`config.mk`:
```
export PLATFORM = sky130hd
export DESIGN_NAME = tlim_ctrl
export DESIGN_NICKNAME = d
export VERILOG_FILES = /design/src/tlim_pkg.sv /design/src/tlim_ctrl.sv /design/src/tlim_prio.sv /design/src/tlim_sync.sv
export SDC_FILE = /design/constraint.sdc
export NUM_CORES = 1
export LEC_CHECK = 0
export ABC_AREA = 1
export BUFFER_PORTS_ARGS = -buffer_cell sky130_fd_sc_hd__buf_2
export CAP_MARGIN = 20
export CORE_MARGIN = 1.5
export CORE_UTILIZATION = 50
export CTS_CLUSTER_SIZE = 10
export DETAILED_ROUTE_END_ITERATION = 12
export PLACE_DENSITY = 0.73
export SLEW_MARGIN = 20
export SYNTH_ARGS = -nofsm -noshare
export SYNTH_HDL_FRONTEND = slang
export SYNTH_SLANG_ARGS = --single-unit
```
`constraint.sdc`:
```
create_clock -name pclk -period 4.9 [get_ports pclk]
set_input_delay 0.735 -clock pclk [delete_from_list [all_inputs] [get_ports pclk]]
set_output_delay 0.735 -clock pclk [all_outputs]
set_load 0.02 [all_outputs]
```
`src/tlim_pkg.sv`:
```
// shared constants and types for the two-level interrupt masking block
package tlim_pkg;
   // ----------------------------------------------------------------
   // sources, in service order (lowest index served first)
   // ----------------------------------------------------------------
   localparam int NSRC = 11;
   localparam int SRC_NMI = 0;
   localparam int SRC_EXT2 = 1;
   localparam int SRC_EXT3 = 2;
   localparam int SRC_EXT0 = 3;
   localparam int SRC_EXT1 = 4;
   localparam int SRC_ABRK = 5;
   localparam int SRC_EVENT = 6;
   localparam int SRC_KEY = 7;
   localparam int SRC_WAKE = 8;
   localparam int SRC_PER0 = 9;
   localparam int SRC_PER1 = 10;
   localparam int NPIN = 8;
   localparam int NPER = 2;
   // ----------------------------------------------------------------
   // register byte offsets
   // ----------------------------------------------------------------
   localparam logic [7:0] OFF_LSEL_A = 8'h00;
   localparam logic [7:0] OFF_LSEL_B = 8'h04;
   localparam logic [7:0] OFF_LSEL_C = 8'h08;
   localparam logic [7:0] OFF_LSEL_D = 8'h0C;
   localparam logic [7:0] OFF_ENABLE = 8'h10;
   localparam logic [7:0] OFF_CCR = 8'h14;
   localparam logic [7:0] OFF_STATUS = 8'h18;
   localparam logic [7:0] OFF_IMASK = 8'h1C;
   localparam logic [7:0] OFF_STATE = 8'h20;
   // ----------------------------------------------------------------
   // field positions and reset values
   // ----------------------------------------------------------------
   localparam int LVL_EXT0_BIT = 7;
   localparam int LVL_EXT1_BIT = 6;
   localparam int LVL_EXT23_BIT = 5;
   localparam int LVL_PER0_BIT = 7;
   localparam int LVL_PER1_BIT = 6;
   localparam int CCR_GMASK = 0;
   localparam int CCR_UMASK = 1;
   localparam int ST_TAKEN = 0;
   localparam int ST_HELD = 1;
   localparam logic [7:0] LSEL_RST = 8'h00;
   localparam logic [NSRC-1:0] ENABLE_RST = 11'h000;
   localparam logic [1:0] CCR_RST = 2'h1;
   localparam logic [1:0] STAT_RST = 2'h0;
   // ----------------------------------------------------------------
   // types
   // ----------------------------------------------------------------
   typedef enum logic [1:0] {
      TLIM_IDLE = 2'b00,
      TLIM_OFFER = 2'b01,
      TLIM_DONE = 2'b11
   } tlim_state_type;
   typedef struct packed {
      logic valid;
      logic [3:0] src;
   } tlim_core_type;
endpackage : tlim_pkg

```
`src/tlim_ctrl.sv`:
```
// two-level interrupt masking controller with apb registers
// What this block does
// - masks peripheral and line requests by global, user mask and level
// - level 0 requests pass when global mask clear, else stay pending
// - event, key and wake-up requests follow the global mask only
// - level 1 requests pass unless both mask bits are set
// - non-maskable and address-break requests always pass
// - service order: nmi, line 2, 3, 0, 1, then address break
// - level select 20,00,00,00 puts lines 2 and 3 at level 1
//
// The register addresses and the APB register port were left to the implementer.
`timescale 1ns/1ps
`default_nettype none
module tlim_ctrl (
   input wire logic pclk,
   input wire logic presetn,
   input wire logic psel,
   input wire logic penable,
   input wire logic pwrite,
   input wire logic [7:0] paddr,
   input wire logic [31:0] pwdata,
   output logic [31:0] prdata,
   output logic pready,
   output logic pslverr,
   input wire logic nmi_pin,
   input wire logic [3:0] external_line,
   input wire logic event_input_irq,
   input wire logic key_input_irq,
   input wire logic wakeup_event_irq,
   input wire logic address_break,
   input wire logic [tlim_pkg::NPER-1:0] periph_req,
   output tlim_pkg::tlim_core_type core_out,
   input wire logic core_ack,
   output logic irq
);
   import tlim_pkg::*;

   logic [7:0] lsel [0:3];
   logic [NSRC-1:0] enable;
   logic [1:0] cond_code_reg;
   logic [1:0] status;
   logic [1:0] imask;
   logic [NPIN-1:0] pin_sync;
   logic [NSRC-1:0] raw;
   logic [NSRC-1:0] pend;
   logic [NSRC-1:0] lvl;
   logic [NSRC-1:0] accept;
   logic [NSRC-1:0] maskable;
   logic pick_any;
   logic [3:0] pick_idx;
   tlim_state_type state;
   logic gmask;
   logic umask;
   logic ok0;
   logic ok1;
   logic setup_cyc;
   logic wr_take;
   logic [3:0] wsel;
   logic take_ack;
   logic held_evt;

   // ----------------------------------------------------------------
   // register decode
   // ----------------------------------------------------------------
   function automatic logic [3:0] tlim_sel(input logic [7:0] a);
      logic [3:0] s;
      case (a)
         OFF_LSEL_A: s = 4'h0;
         OFF_LSEL_B: s = 4'h1;
         OFF_LSEL_C: s = 4'h2;
         OFF_LSEL_D: s = 4'h3;
         OFF_ENABLE: s = 4'h4;
         OFF_CCR: s = 4'h5;
         OFF_STATUS: s = 4'h6;
         OFF_IMASK: s = 4'h7;
         OFF_STATE: s = 4'h8;
         default: s = 4'hF;
      endcase
      return s;
   endfunction : tlim_sel

   // ----------------------------------------------------------------
   // input capture
   // ----------------------------------------------------------------
   tlim_sync #(.W(NPIN)) u_sync (
      .pclk(pclk),
      .presetn(presetn),
      .pin({wakeup_event_irq, key_input_irq, event_input_irq,
            external_line, nmi_pin}),
      .sync(pin_sync)
   );

   // source vector in service order
   always_comb begin
      raw = '0;
      raw[SRC_NMI] = pin_sync[0];
      raw[SRC_EXT0] = pin_sync[1];
      raw[SRC_EXT1] = pin_sync[2];
      raw[SRC_EXT2] = pin_sync[3];
      raw[SRC_EXT3] = pin_sync[4];
      raw[SRC_EVENT] = pin_sync[5];
      raw[SRC_KEY] = pin_sync[6];
      raw[SRC_WAKE] = pin_sync[7];
      raw[SRC_ABRK] = address_break;
      raw[SRC_PER0] = periph_req[0];
      raw[SRC_PER1] = periph_req[1];
   end

   // ----------------------------------------------------------------
   // level and mask evaluation
   // ----------------------------------------------------------------
   assign gmask = cond_code_reg[CCR_GMASK];
   assign umask = cond_code_reg[CCR_UMASK];
   assign ok0 = !gmask;
   assign ok1 = !gmask || !umask;

   // control level of each source from the level selects
   always_comb begin
      lvl = '0;
      lvl[SRC_EXT0] = lsel[0][LVL_EXT0_BIT];
      lvl[SRC_EXT1] = lsel[0][LVL_EXT1_BIT];
      lvl[SRC_EXT2] = lsel[0][LVL_EXT23_BIT];
      lvl[SRC_EXT3] = lsel[0][LVL_EXT23_BIT];
      lvl[SRC_PER0] = lsel[1][LVL_PER0_BIT];
      lvl[SRC_PER1] = lsel[1][LVL_PER1_BIT];
   end

   // nmi and address break bypass every mask
   always_comb begin
      maskable = '1;
      maskable[SRC_NMI] = 1'b0;
      maskable[SRC_ABRK] = 1'b0;
   end

   // accept per source
   genvar g;
   generate
      for (g = 0; g < NSRC; g = g + 1) begin : g_acc
         if (g == SRC_EVENT || g == SRC_KEY || g == SRC_WAKE) begin : g_gm
            assign accept[g] = pend[g] && enable[g] && ok0;
         end else begin : g_lv
            assign accept[g] = pend[g] && (!maskable[g] ||
               (enable[g] && (lvl[g] ? ok1 : ok0)));
         end
      end
   endgenerate

   tlim_prio #(.W(NSRC)) u_prio (
      .req(accept),
      .any(pick_any),
      .idx(pick_idx)
   );

   // ----------------------------------------------------------------
   // pending flags, held until the core takes them
   // ----------------------------------------------------------------
   assign take_ack = core_ack && state == TLIM_OFFER;

   always_ff @(posedge pclk or negedge presetn) begin
      if (!presetn) begin
         pend <= '0;
      end else begin
         for (int i = 0; i < NSRC; i++) begin
            if (raw[i]) begin
               pend[i] <= 1'b1;
            end else if (take_ack && core_out.src == 4'(i)) begin
               pend[i] <= 1'b0;
            end
         end
      end
   end

   // ----------------------------------------------------------------
   // offer to the core
   // ----------------------------------------------------------------
   always_ff @(posedge pclk or negedge presetn) begin
      if (!presetn) begin
         state <= TLIM_IDLE;
         core_out <= '0;
      end else begin
         case (state)
            TLIM_IDLE: begin
               if (pick_any) begin
                  state <= TLIM_OFFER;
                  core_out.valid <= 1'b1;
                  core_out.src <= pick_idx;
               end
            end
            TLIM_OFFER: begin
               if (take_ack) begin
                  state <= TLIM_DONE;
                  core_out.valid <= 1'b0;
               end else if (!accept[core_out.src]) begin
                  state <= TLIM_IDLE;
                  core_out.valid <= 1'b0;
               end
            end
            TLIM_DONE: begin
               state <= TLIM_IDLE;
            end
            default: begin
               state <= TLIM_IDLE;
               core_out.valid <= 1'b0;
            end
         endcase
      end
   end

   // a maskable request waits behind the masks
   assign held_evt = |(pend & maskable & ~accept & enable);

   // ----------------------------------------------------------------
   // apb slave
   // ----------------------------------------------------------------
   assign pready = 1'b1;
   assign setup_cyc = psel && !penable;
   assign wr_take = psel && penable && pwrite && !pslverr;
   assign wsel = tlim_sel(paddr);

   // error flag and read data set up in the setup cycle
   always_ff @(posedge pclk or negedge presetn) begin
      if (!presetn) begin
         pslverr <= 1'b0;
         prdata <= 32'h0000_0000;
      end else if (setup_cyc) begin
         pslverr <= (wsel == 4'hF) || (paddr[1:0] != 2'b00);
         case (wsel)
            4'h0, 4'h1, 4'h2, 4'h3: prdata <= {24'h00_0000, lsel[wsel[1:0]]};
            4'h4: prdata <= {21'h00_0000, enable};
            4'h5: prdata <= {30'h0000_0000, cond_code_reg};
            4'h6: prdata <= {30'h0000_0000, status};
            4'h7: prdata <= {30'h0000_0000, imask};
            4'h8: prdata <= {14'h0000, pend, core_out.src, state,
                             core_out.valid};
            default: prdata <= 32'h0000_0000;
         endcase
      end
   end

   // configuration writes
   always_ff @(posedge pclk or negedge presetn) begin
      if (!presetn) begin
         for (int i = 0; i < 4; i++) begin
            lsel[i] <= LSEL_RST;
         end
         enable <= ENABLE_RST;
         cond_code_reg <= CCR_RST;
         imask <= STAT_RST;
      end else if (wr_take) begin
         case (wsel)
            4'h0, 4'h1, 4'h2, 4'h3: lsel[wsel[1:0]] <= pwdata[7:0];
            4'h4: enable <= pwdata[NSRC-1:0];
            4'h5: cond_code_reg <= pwdata[1:0];
            4'h7: imask <= pwdata[1:0];
            default: ;
         endcase
      end
   end

   // sticky status, a set beats a same-cycle clear
   always_ff @(posedge pclk or negedge presetn) begin
      if (!presetn) begin
         status <= STAT_RST;
      end else begin
         for (int i = 0; i < 2; i++) begin
            if ((i == ST_TAKEN) ? take_ack : held_evt) begin
               status[i] <= 1'b1;
            end else if (wr_take && wsel == 4'h6 && pwdata[i]) begin
               status[i] <= 1'b0;
            end
         end
      end
   end

   // level interrupt
   assign irq = |(status & imask);

   // ----------------------------------------------------------------
   // checks
   // ----------------------------------------------------------------
   property p_lvl0_held;
      @(posedge pclk) disable iff (!presetn)
      (gmask && !lvl[SRC_EXT0] && pend[SRC_EXT0])
         |-> !accept[SRC_EXT0] ##1 pend[SRC_EXT0];
   endproperty
   a_lvl0_held: assert property (p_lvl0_held)
      else $error("level 0 request not held under global mask");

   property p_lvl1_drop;
      @(posedge pclk) disable iff (!presetn)
      (state == TLIM_OFFER && gmask && umask && !core_ack &&
         maskable[core_out.src]) |=> state == TLIM_IDLE;
   endproperty
   a_lvl1_drop: assert property (p_lvl1_drop)
      else $error("masked offer not withdrawn");

   property p_nmi_first;
      @(posedge pclk) disable iff (!presetn)
      (state == TLIM_IDLE && pend[SRC_NMI])
         |=> core_out.valid && core_out.src == 4'(SRC_NMI);
   endproperty
   a_nmi_first: assert property (p_nmi_first)
      else $error("nmi not offered next cycle");

   property p_gm_only;
      @(posedge pclk) disable iff (!presetn)
      (pend[SRC_KEY] && enable[SRC_KEY] && !gmask && umask)
         |-> accept[SRC_KEY];
   endproperty
   a_gm_only: assert property (p_gm_only)
      else $error("key request blocked by user mask");

   property p_order;
      @(posedge pclk) disable iff (!presetn)
      (state == TLIM_IDLE && accept[SRC_EXT2] && !accept[SRC_NMI])
         |=> core_out.src == 4'(SRC_EXT2);
   endproperty
   a_order: assert property (p_order)
      else $error("line 2 not served ahead of later sources");

   property p_enable;
      @(posedge pclk) disable iff (!presetn)
      (state == TLIM_IDLE && pick_any) |=> core_out.valid &&
         (!maskable[core_out.src] || $past(enable[pick_idx]));
   endproperty
   a_enable: assert property (p_enable)
      else $error("disabled source offered");

   property p_example;
      @(posedge pclk) disable iff (!presetn)
      (lsel[0] == 8'h20) |-> lvl[SRC_EXT2] && lvl[SRC_EXT3] &&
         !lvl[SRC_EXT0] && !lvl[SRC_EXT1] && !lvl[SRC_PER0];
   endproperty
   a_example: assert property (p_example)
      else $error("example level setting mapped wrongly");

   property p_three_state;
      @(posedge pclk) disable iff (!presetn)
      (gmask && !umask && pend[SRC_EXT3] && enable[SRC_EXT3] &&
         lvl[SRC_EXT3]) |-> accept[SRC_EXT3] && (accept[SRC_PER1] ==
         (pend[SRC_PER1] && enable[SRC_PER1] && lvl[SRC_PER1]));
   endproperty
   a_three_state: assert property (p_three_state)
      else $error("middle mask state wrong");

endmodule : tlim_ctrl
`default_nettype wire

```
`src/tlim_prio.sv`:
```
// fixed priority pick, lowest index wins
`timescale 1ns/1ps
`default_nettype none
module tlim_prio #(
   parameter int W = 11
) (
   input wire logic [W-1:0] req,
   output logic any,
   output logic [3:0] idx
);
   // ----------------------------------------------------------------
   // scan from the bottom, first hit is kept
   // ----------------------------------------------------------------
   always_comb begin
      any = 1'b0;
      idx = 4'h0;
      for (int i = 0; i < W; i++) begin
         if (req[i] && !any) begin
            any = 1'b1;
            idx = 4'(i);
         end
      end
   end
endmodule : tlim_prio
`default_nettype wire

```
`src/tlim_sync.sv`:
```
// two-flop synchroniser for a group of pin inputs
`timescale 1ns/1ps
`default_nettype none
module tlim_sync #(
   parameter int W = 8
) (
   input wire logic pclk,
   input wire logic presetn,
   input wire logic [W-1:0] pin,
   output logic [W-1:0] sync
);
   logic [W-1:0] meta;
   // ----------------------------------------------------------------
   // one pair of flops per bit
   // ----------------------------------------------------------------
   genvar g;
   generate
      for (g = 0; g < W; g = g + 1) begin : g_bit
         always_ff @(posedge pclk or negedge presetn) begin
            if (!presetn) begin
               meta[g] <= 1'b0;
               sync[g] <= 1'b0;
            end else begin
               meta[g] <= pin[g];
               sync[g] <= meta[g];
            end
         end
      end
   endgenerate
endmodule : tlim_sync
`default_nettype wire
```
==> results of run 1 <==
report_power, final:
group	total, mW	internal (mW)	switching (mW)
combinational	0.351	0.104	0.247
clock	0.588	0.313	0.275
sequential	0.940	0.886	0.0542
cell families (layout without fill, tap and decap cells):
group,after synthesis,count (layout)
compound gates,124,124
buf+inv,92,142
flops,102,102
mux,1,1
other cells,2,15
simple gates,242,242
final timing paths:
| check | startpoint | to | depth (start not counted) |
|---|---|---|---|
| worst min-delay path | u_sync.meta[4]$_DFF_PN0_ | u_sync.sync[4]$_DFF_PN0_ | 0 |
| worst min register to register | u_sync.meta[4]$_DFF_PN0_ | u_sync.sync[4]$_DFF_PN0_ | 0 |
| worst max-delay path | paddr[0] | enable[10]$_DFFE_PN0P_ | 8 |
| min in group asynchronous | presetn | prdata[11]$_DFFE_PN0P_ | 1 |
| worst max register to register | enable[7]$_DFFE_PN0P_ | core_out[4]$_DFFE_PN0P_ | 12 |
| max in group asynchronous | presetn | lsel[3]$_DFFE_PN0P_ | 2 |
routing by layer:
metal  share of wire  vias to the layer above  track usage
met5               0                        -            0
li1                -                     1916            -
met2            0.43                      128        0.338
met3           0.045                       18       0.0373
met4           0.023                        0       0.0927
met1            0.50                     1879        0.352
cell usage in the layout, fill, tap and decap left out, drive strengths merged:
cell type,instances
o31ai,7
buf,61
o22ai,6
clkbuf,12
a21boi,6
nor3,7
nand3,17
nor4,2
clkinvlp,1
a21o,1
dfstp,1
mux2,1
o211ai,1
nand3b,2
a21oi,15
nand2,176
o221ai,1
dfrtp,101
a32o,2
clkinv,1
o41ai,1
o21ai,70
nand4,8
o2111ai,1
nor2,30
bufinv,2
inv,65
o21bai,12
a211oi,1
conb,15
worst max-delay path: cells and delay by family:
kind / cells / cell delay, ns
and+or+nand+nor: 4 / 1.60
muxes: 1 / 0.45
buffers and inverters: 3 / 0.28
final cells by class:
type | count | area [sq um]
Fill cell | 926 | 4170
Sequential cell | 102 | 2550
Multi-Input combinational cell | 382 | 2020
Timing Repair Buffer | 61 | 310
Inverter | 66 | 248
Tap cell | 133 | 166
Clock buffer | 12 | 155
Clock inverter | 3 | 67.6
==> summary.md, run 1 <==
| Metric | Value |
|---|---|
| Crit-path max FO | 21 |
| Vias in the first global route | 3,577 |
| Syn_area_per_cell | 8.80 sq um |
| Period utilisation layout | 0.575 |
| Total grt overflow | 0 |
| Clk sinks | 102 |
| Data required time at the worst endpoint | 5.15 ns |
| Post-CTS setup buffers | 0 |
| Synth Flop Type | dfrtp_1 |
| VDD IR max | 170 uV |
| Yosys top cell area share | 0.510 |
| Mapped Cells | 563 |
| Post-synthesis mux area share | 0.00227 |
| Sequential area share after synthesis | 0.516 |
| MaxCap Viol Count | 0 |
| WS Path Type | input pin to flip-flop |
| FP Rows | 36 |
| LEAKAGE | 2.84 nW |
| DRT iter0 DRCs | 274 |
| Share of post-route cells with drive strength above 1 | 0.198 |
| Number of port buffers | 60 |
| Final hold slack | 0.353 ns |
| Routed wire length per instance | 14.9 um |
| Core ar. | 9680 sq um |
| Residual DRC | 0 |
| Overall routing resource usage | 0.233 |
| Element type at the critical path end | flip-flop |
| EDFF count, synth | 0 |
| #FFs+latches synth | 102 |
| Initial DRT Pass Iterations | 5 |
| Post-Synth Adder-Cell Area | 0 |
| Synth area leaders | dfrtp_1 51%, nand2_1 12%, inv_1 4.5% |
| Util after Layout | 0.570 |
| Routed vias | 3,941 |
| Post-CTS resize count | 0 |
| Clock-pin transition on the worst setup and hold timing paths | 0.09 ns |
| Top flop regs | lsel x32, prdata x18 |
| Post-DP Area | 5290 sq um |
| Hpwl dp | 8500 um |
| Slew Limit Fails | 0 |
| Number of flip-flops under the largest register name | 32 |
| Final cell count without fillers | 759 |
| Full die area | 10,500 sq um |
| Top Ports | 97 |
| Synth Area in Compound Gates | 0.160 |
| GP Congestion | 0.920 |
| Placed cell count | 744 |
| Setup ws final | 2.08 ns |
| Minimum clock period after layout | 2.82 ns |
| Antenna cells | 0 |
| Commonest cells post-synth | 161 x nand2_1, 101 x dfrtp_1, 60 x inv_1, 35 x o21ai_0, 26 x nor2_1 |
| Setup Skew | 0.00929 ns |
| CP max stage delay | 0.64 ns |
| Slew headroom | 0.407 |
| First-pass GRT wire length | 18,300 um |
| Area Overhead vs Synth | 11.4% |
| Detail Route Antenna Nets | 0 |
| Post-Syn Area | 4950 sq um |
| Root Driver | clkbuf_8 |
| CTS Buf Count | 9 |
| Post-synthesis cell type count | 46 |
| Worst endpoint data arrival time | 3.07 ns |
| Via density | 5.19 |
| Critical-path top delay cell | nand2_1 |
| Nets | 679 |
| Cell taking the most area after synthesis | dfrtp_1 |
| DIE HEIGHT | 103 um |
| Cell repeated most along the worst path | inv_1 |
| Crit path cell chain | buf_2 -> inv_1 -> nand2_2 -> nor3_4 -> inv_1 -> nor2_1 -> nand2_1 -> mux2_2 |
| RSZ-0062 raised after global routing | no |
| Final hold viol count | 0 |
| Largest family of logic cells by synthesized area | simple AND/OR/NAND/NOR gates |
| Hold WC Path Type | flip-flop to flip-flop |
| Post-synth ARST share | 1.00 |
| Power per standard cell area | 341 nW/um^2 |
| Status | complete, no violations |
| Die X | 103 um |
| Maximum number of pins on one net before global-route repair | 73 |
| Final setup violation count | 0 |
| Starting Density | 0.511 |
| Setup TNS | 0 ns |
| CTS H-tree lvls | 3 |
| R2r setup slk | 3.05 ns |
| Simple-Gate Fraction of Synth Area | 0.234 |
| Antenna violations before repair | 0 |
| CTS tree | built |
| Total length of routed wires | 11,300 um |
| Largest Register | lsel |
| Pwr Total | 1.88 mW |
| Most frequent cell after synthesis | nand2_1 |
| Hold_buf cts | 0 |
| Fmax | 0.355 GHz |
| Yosys warning count | 0 |
| Worst Max-Slew Pin Slew | 0.889 ns |
| Clock buffer depth | 2 |
| Pre-CTS setup slack | 1.73 ns |
| XOR/XNOR share of the synthesized area | 0 |
| Finished Cell Area | 5520 sq um |
| Clock latency on the worst-skew pair | 0.36 ns |
| Launching element type of the critical path | input pin |
Power figures use the tool's default switching activity.
==> inputs of run 2 (changes only) <==
clock period = 2.74 ns   (was 4.9 ns; I/O delays follow)
==> run 2 against run 1 <==
First-iteration DRC count up 22%. Sequential share of layout area about the same. Register-to-register slack worse by 2.1 ns. Critical path depth increased by 4. Wire length rose by 0.74%. Combinational power grew 79%. Sequential power rose by 79%. Worst setup slack worse by 1.1 ns. Design area is essentially flat. Flip-flop and latch count unchanged. Final cell count grew 0.66%. Utilization about the same.
==> summary.md, run 2 (synthesis results as in run 1) <==
| Metric | Value |
|---|---|
| Status | complete, no violations |
| Initial DRT Pass Iterations | 5 |
| WS Path Type | flip-flop to flip-flop |
| Crit-path max FO | 5 |
| Die X | 103 um |
| Hold WC Path Type | input pin to flip-flop |
| Total length of routed wires | 11,400 um |
| Top Ports | 97 |
| Via density | 5.24 |
| Routed wire length per instance | 14.9 um |
| Clock buffer depth | 2 |
| CP max stage delay | 0.40 ns |
| Cell repeated most along the worst path | nand2_1 |
| Fmax | 0.556 GHz |
| Post-DP Area | 5330 sq um |
| Element type at the critical path end | flip-flop |
| Worst r2r dst | core_out[4]$_DFFE_PN0P_ |
| Antenna cells | 0 |
| Crit path cell chain | nand2_1 -> nor2_1 -> inv_1 -> a21oi_1 -> nand3_1 -> nand3_1 -> nand3_1 -> nand2_1 -> inv_1 -> nand2_1 -> nand2_1 -> nand2_1 |
| Clock-pin transition on the worst setup and hold timing paths | 0.11 ns |
| MaxCap Viol Count | 0 |
| GP Congestion | 0.935 |
| Final cell count without fillers | 764 |
| Finished Cell Area | 5520 sq um |
| Area Overhead vs Synth | 11.4% |
| DIE HEIGHT | 103 um |
| Hold depth | 1 |
| Hold path endpoint | u_sync.meta[6]$_DFF_PN0_ |
| Top delay family on crit path | simple AND/OR/NAND/NOR gates |
| Routed vias | 4,003 |
| Reg2Reg Depth | 12 |
| Slew Limit Fails | 0 |
| # fillers | 919 |
| Minimum clock period after layout | 1.80 ns |
| Number of flip-flops under the largest register name | 32 |
| Antenna violations before repair | 0 |
| LEAKAGE | 2.83 nW |
| RSZ-0062 raised after global routing | no |
| Clk sinks | 102 |
| FP Rows | 36 |
| CTS H-tree lvls | 3 |
| Setup Skew | 0.0157 ns |
| Post-CTS resize count | 0 |
| Residual DRC | 0 |
| Maximum number of pins on one net before global-route repair | 68 |
| VDD IR max | 300 uV |
| Root Driver | clkbuf_8 |
| CTS Buf Count | 9 |
| Top flop regs | lsel x32, prdata x18 |
| Number of port buffers | 60 |
| Data required time at the worst endpoint | 3.07 ns |
| Period utilisation layout | 0.656 |
| First-pass GRT wire length | 18,700 um |
| Worst endpoint data arrival time | 2.12 ns |
| Vias in the first global route | 3,764 |
| Core ar. | 9680 sq um |
| Final setup violation count | 0 |
| Commonest non-fill, non-tap cell in the layout | nand2_1 |
| HP Start | key_input_irq |
| Launching element type of the critical path | flip-flop |
| Hpwl dp | 8520 um |
| Detail Route Antenna Nets | 0 |
| Final hold viol count | 0 |
| Placed cell count | 747 |
| Total grt overflow | 0 |
| CP Buf/Inv Count | 2 |
| Critical-path top delay cell | nor2_1 |
| R2r setup slk | 0.94 ns |
| Post-CTS setup buffers | 0 |
| Share of post-route cells with drive strength above 1 | 0.204 |
| Starting Density | 0.511 |
| Most frequent cells in the layout | 161 x nand2_1, 101 x dfrtp_1, 60 x inv_1, 59 x buf_2, 35 x o21ai_0 |
| Overall routing resource usage | 0.235 |
| Full die area | 10,500 sq um |
| Largest Register | lsel |
| Setup TNS | 0 ns |
| DRT iter0 DRCs | 333 |
| Worst Max-Slew Pin Slew | 0.660 ns |
| Nets | 683 |
| CTS tree | built |
| Power per standard cell area | 579 nW/um^2 |
| Clock latency on the worst-skew pair | 0.38 ns |
| Slew headroom | 0.558 |
| Worst r2r src | pend[7]$_DFFE_PN0P_ |
-- run 2: repair_timing --
action	in CTS	in global routing
endpoints found under the hold margin	25	0
endpoints found under the setup margin	0	0
hold buffers	1	0
-- run 2: routing by layer --
layer / vias up / part of all wire / track usage
met3: 18 / 0.053 / 0.0359
li1: 1938 / - / -
met5: - / 0 / 0
met2: 129 / 0.46 / 0.373
met4: 0 / 0.018 / 0.0822
met1: 1918 / 0.46 / 0.332
-- run 2: final cells by class --
| cell class | instances | area (sq um) | area share |
|---|---|---|---|
| sequential | 102 | 2550 | 0.463 |
| tap | 133 | 166 | 0.0302 |
| multi-input combinational | 382 | 2020 | 0.365 |
| clock inverter | 7 | 56.3 | 0.0102 |
| timing repair buffer | 65 | 355 | 0.0644 |
| inverter | 66 | 248 | 0.0449 |
| clock buffer | 9 | 124 | 0.0224 |
-- run 2: report_power, final --
part / internal, mW / total, mW / switching (mW)
clock network: 0.341 / 0.892 / 0.550
registers: 1.58 / 1.68 / 0.0934
logic: 0.191 / 0.629 / 0.439
total: 2.12 / 3.20 / 1.08
-- run 2: how the worst max path moves through the flow --
stage / start / slack, ns / cells past startpoint / end
after global routing: cond_code_reg[0]$_DFFE_PN1P_ / 0.70 / 11 / core_out[4]$_DFFE_PN0P_
final: pend[7]$_DFFE_PN0P_ / 0.94 / 12 / core_out[4]$_DFFE_PN0P_
after floorplan: paddr[6] / 1.08 / 9 / lsel[22]$_DFFE_PN0P_
after detailed placement: paddr[0] / 0.57 / 8 / enable[10]$_DFFE_PN0P_
after global placement: paddr[0] / 0.60 / 8 / enable[10]$_DFFE_PN0P_
after CTS: cond_code_reg[0]$_DFFE_PN1P_ / 0.95 / 11 / core_out[4]$_DFFE_PN0P_
-- run 2: stage by stage --
| stage | util | hold slack, ns | setup WS [ns] | power [mW] |
|---|---|---|---|---|
| after floorplan | - | 0.115 | 1.08 | 2.12 |
| after global placement | 0.550 | 0.332 | 0.600 | 2.32 |
| after detailed placement | 0.550 | 0.336 | 0.574 | 2.33 |
| after CTS | 0.570 | 0.119 | 0.946 | 3.21 |
| after global routing | 0.570 | 0.112 | 0.697 | 3.36 |
| final | 0.570 | 0.138 | 0.942 | 3.20 |
-- run 2: worst register-to-register path: stages (launching register included) --
cell and delay, ns:
dfrtp_1 0.39, nand2_1 0.09, nor2_1 0.40, inv_1 0.12
a21oi_1 0.17, nand3_1 0.08, nand3_1 0.10, nand3_1 0.13
nand2_1 0.09, inv_1 0.04, nand2_1 0.05, nand2_1 0.05
nand2_1 0.05
==> inputs of run 3 (changes only) <==
PLACE_DENSITY = 0.76   (was 0.73)
clock period = 1.6 ns   (was 2.74 ns; I/O delays follow)
==> run 3 against run 2 <==
The run now ends with setup timing left. Global-route usage is 0.69 points higher. Sequential share of layout area decreased by 4.1 points. Die area unchanged. Clock power is 110% higher. Total power rose by 88%. Non-clock buffer count up 58. Clock-buffer cell count up 1. Wire length up 2.0%. Critical path depth down 2. Via count grew 4.5%. Design area is 9.8% higher. Largest cell class unchanged. Highest routed layer unchanged.
==> summary.md, run 3 (synthesis results as in run 1) <==
| Metric | Value |
|---|---|
| Status | finished with violations |
| Failing checks | setup timing |
| Crit path to | core_out[4]$_DFFE_PN0P_ |
| Maximum number of pins on one net before global-route repair | 56 |
| Final setup violation count | 6 |
| Period utilisation layout | 1.11 |
| Worst r2r src | cond_code_reg[0]$_DFFE_PN1P_ |
| Vias in the first global route | 3,982 |
| Setup TNS | -0.941 ns |
| M2 GR Usage | 0.374 |
| GR Layer Usage met1 | 0.351 |
| Reg2Reg Depth | 10 |
| Final cell count without fillers | 821 |
| Finished Cell Area | 6060 sq um |
| Routed wire length per instance | 14.1 um |
| Core ar. | 9680 sq um |
| Final hold viol count | 0 |
| GP Congestion | 0.949 |
| Global routing's busiest layer | met2 |
| Number of flip-flops under the largest register name | 32 |
| CTS Buf Count | 9 |
| CTS tree | built |
| Number of port buffers | 60 |
| WS Path Type | flip-flop to flip-flop |
| Nets | 741 |
| Placed cell count | 796 |
| LEAKAGE | 3.15 nW |
| Setup ws final | -0.183 ns |
| Power per standard cell area | 990 nW/um^2 |
| Most frequent cells in the layout | 161 x nand2_1, 101 x dfrtp_1, 60 x inv_1, 59 x buf_2, 52 x buf_4 |
| Hold WC Path Type | input pin to flip-flop |
| Area Overhead vs Synth | 22.4% |
| Overall routing resource usage | 0.242 |
| Launching element type of the critical path | flip-flop |
| FP Rows | 36 |
| Crit-path max FO | 7 |
| Minimum clock period after layout | 1.78 ns |
| Clock-pin transition on the worst setup and hold timing paths | 0.10 ns |
| Die X | 103 um |
| Total grt overflow | 0 |
| Antenna cells | 0 |
| Clock latency on the worst-skew pair | 0.37 ns |
| Largest Register | lsel |
| Top flop regs | lsel x32, prdata x18 |
| Residual DRC | 0 |
| Worst r2r dst | core_out[4]$_DFFE_PN0P_ |
| Share of post-route cells with drive strength above 1 | 0.259 |
| Initial DRT Pass Iterations | 5 |
| Util after Layout | 0.626 |
| DIE HEIGHT | 103 um |
| Root Driver | clkbuf_8 |
| Data required time at the worst endpoint | 1.91 ns |
| Fmax | 0.561 GHz |
| Full die area | 10,500 sq um |
| DRT iter0 DRCs | 310 |
| Clock buffer depth | 2 |
| Routed vias | 4,185 |
| Total length of routed wires | 11,600 um |
| VDD IR max | 441 uV |
| CTS H-tree lvls | 3 |
| First-pass GRT wire length | 19,300 um |
| Pre-CTS setup slack | -0.127 ns |
| Clk sinks | 102 |
| Setup Skew | 0.0144 ns |
| Starting Density | 0.511 |
| Detail Route Antenna Nets | 0 |
| Element type at the critical path end | flip-flop |
| Met3 usage | 0.0332 |
| CP Launch Point | cond_code_reg[0]$_DFFE_PN1P_ |
| Via density | 5.10 |
| # fillers | 841 |
| Antenna violations before repair | 0 |
| Top Ports | 97 |
| Post-DP Area | 5720 sq um |
| Commonest non-fill, non-tap cell in the layout | nand2_1 |
| MaxCap Viol Count | 0 |
| Hpwl dp | 8870 um |
| RSZ-0062 raised after global routing | yes |
| Slew Limit Fails | 0 |
| R2r setup slk | -0.18 ns |
| Worst endpoint data arrival time | 2.10 ns |
-- run 3: cell count changes in the layout (fill, tap and decap cells not counted) --
| cell | change |
|---|---|
| bufinv_16 | +3 |
| buf_4 | +48 |
| clkinvlp_4 | -2 |
| nor2_4 | +1 |
| dlygate4sd3_1 | +8 |
| clkinv_2 | -1 |
| inv_8 | -1 |
| buf_12 | +2 |
| inv_6 | -1 |
| nor2_1 | -1 |
| clkbuf_1 | +1 |
-- run 3: how the worst min path moves through the flow --
stage | slack [ns] | startpoint | end | cells after the start
4_1_cts | 0.07 | address_break | pend[5]$_DFFE_PN0P_ | 2
2_1_floorplan | -0.06 | presetn | cond_code_reg[1]$_DFFE_PN0P_ | 0
3_5_place_dp | 0.17 | presetn | prdata[12]$_DFFE_PN0P_ | 1
5_1_grt | 0.07 | address_break | pend[5]$_DFFE_PN0P_ | 2
6_report | 0.08 | periph_req[0] | pend[9]$_DFFE_PN0P_ | 2
3_3_place_gp | 0.16 | presetn | prdata[12]$_DFFE_PN0P_ | 1
-- run 3: worst max-delay path: stages (launching register included) --
cell and delay, ns:
dfstp_2 0.64, nand2_1 0.09, nand2_2 0.09, nand2_4 0.07
nor2_8 0.10, nand4_4 0.11, nor3_4 0.21, nand4_1 0.17
nand2_1 0.11, nand2_1 0.06, nand2_1 0.06
-- run 3: repair_timing --
item | CTS | global route
resized for setup | 1 | 1
endpoints found under the hold margin | 32 | 0
setup endpoints to repair | 6 | 6
pin swaps | 0 | 1
hold buffers | 9 | 0
setup buffers | 1 | 0
-- run 3: report_power, final --
part | switching, mW | total [mW] | internal, mW
clock network | 0.851 | 1.89 | 1.04
logic | 0.806 | 1.25 | 0.444
registers | 0.149 | 2.86 | 2.71
total | 1.81 | 6.00 | 4.19
-- run 3: layout make-up --
cell class	instances	area, sq um	share of cell area
clock inverters	5	106	0.0175
flip-flops and latches	102	2550	0.421
multi-input cells	382	2020	0.334
inverters	66	248	0.0409
repair buffers	123	836	0.138
well taps	133	166	0.0275
clock buffers	10	128	0.0211
-- run 3: per-layer routing --
layer | up-vias | wire, um
li1 | 2040 | -
met1 | 1973 | 5360
met2 | 149 | 5250
met3 | 23 | 689
met4 | 0 | 298
met5 | - | 0
-- run 3: per-stage QoR --
step / hold WS (ns) / total power, mW
after floorplan: -0.0556 / 3.63
after global placement: 0.162 / 4.09
after detailed placement: 0.167 / 4.12
after CTS: 0.0693 / 6.02
after global routing: 0.0650 / 6.29
final: 0.0764 / 6.00
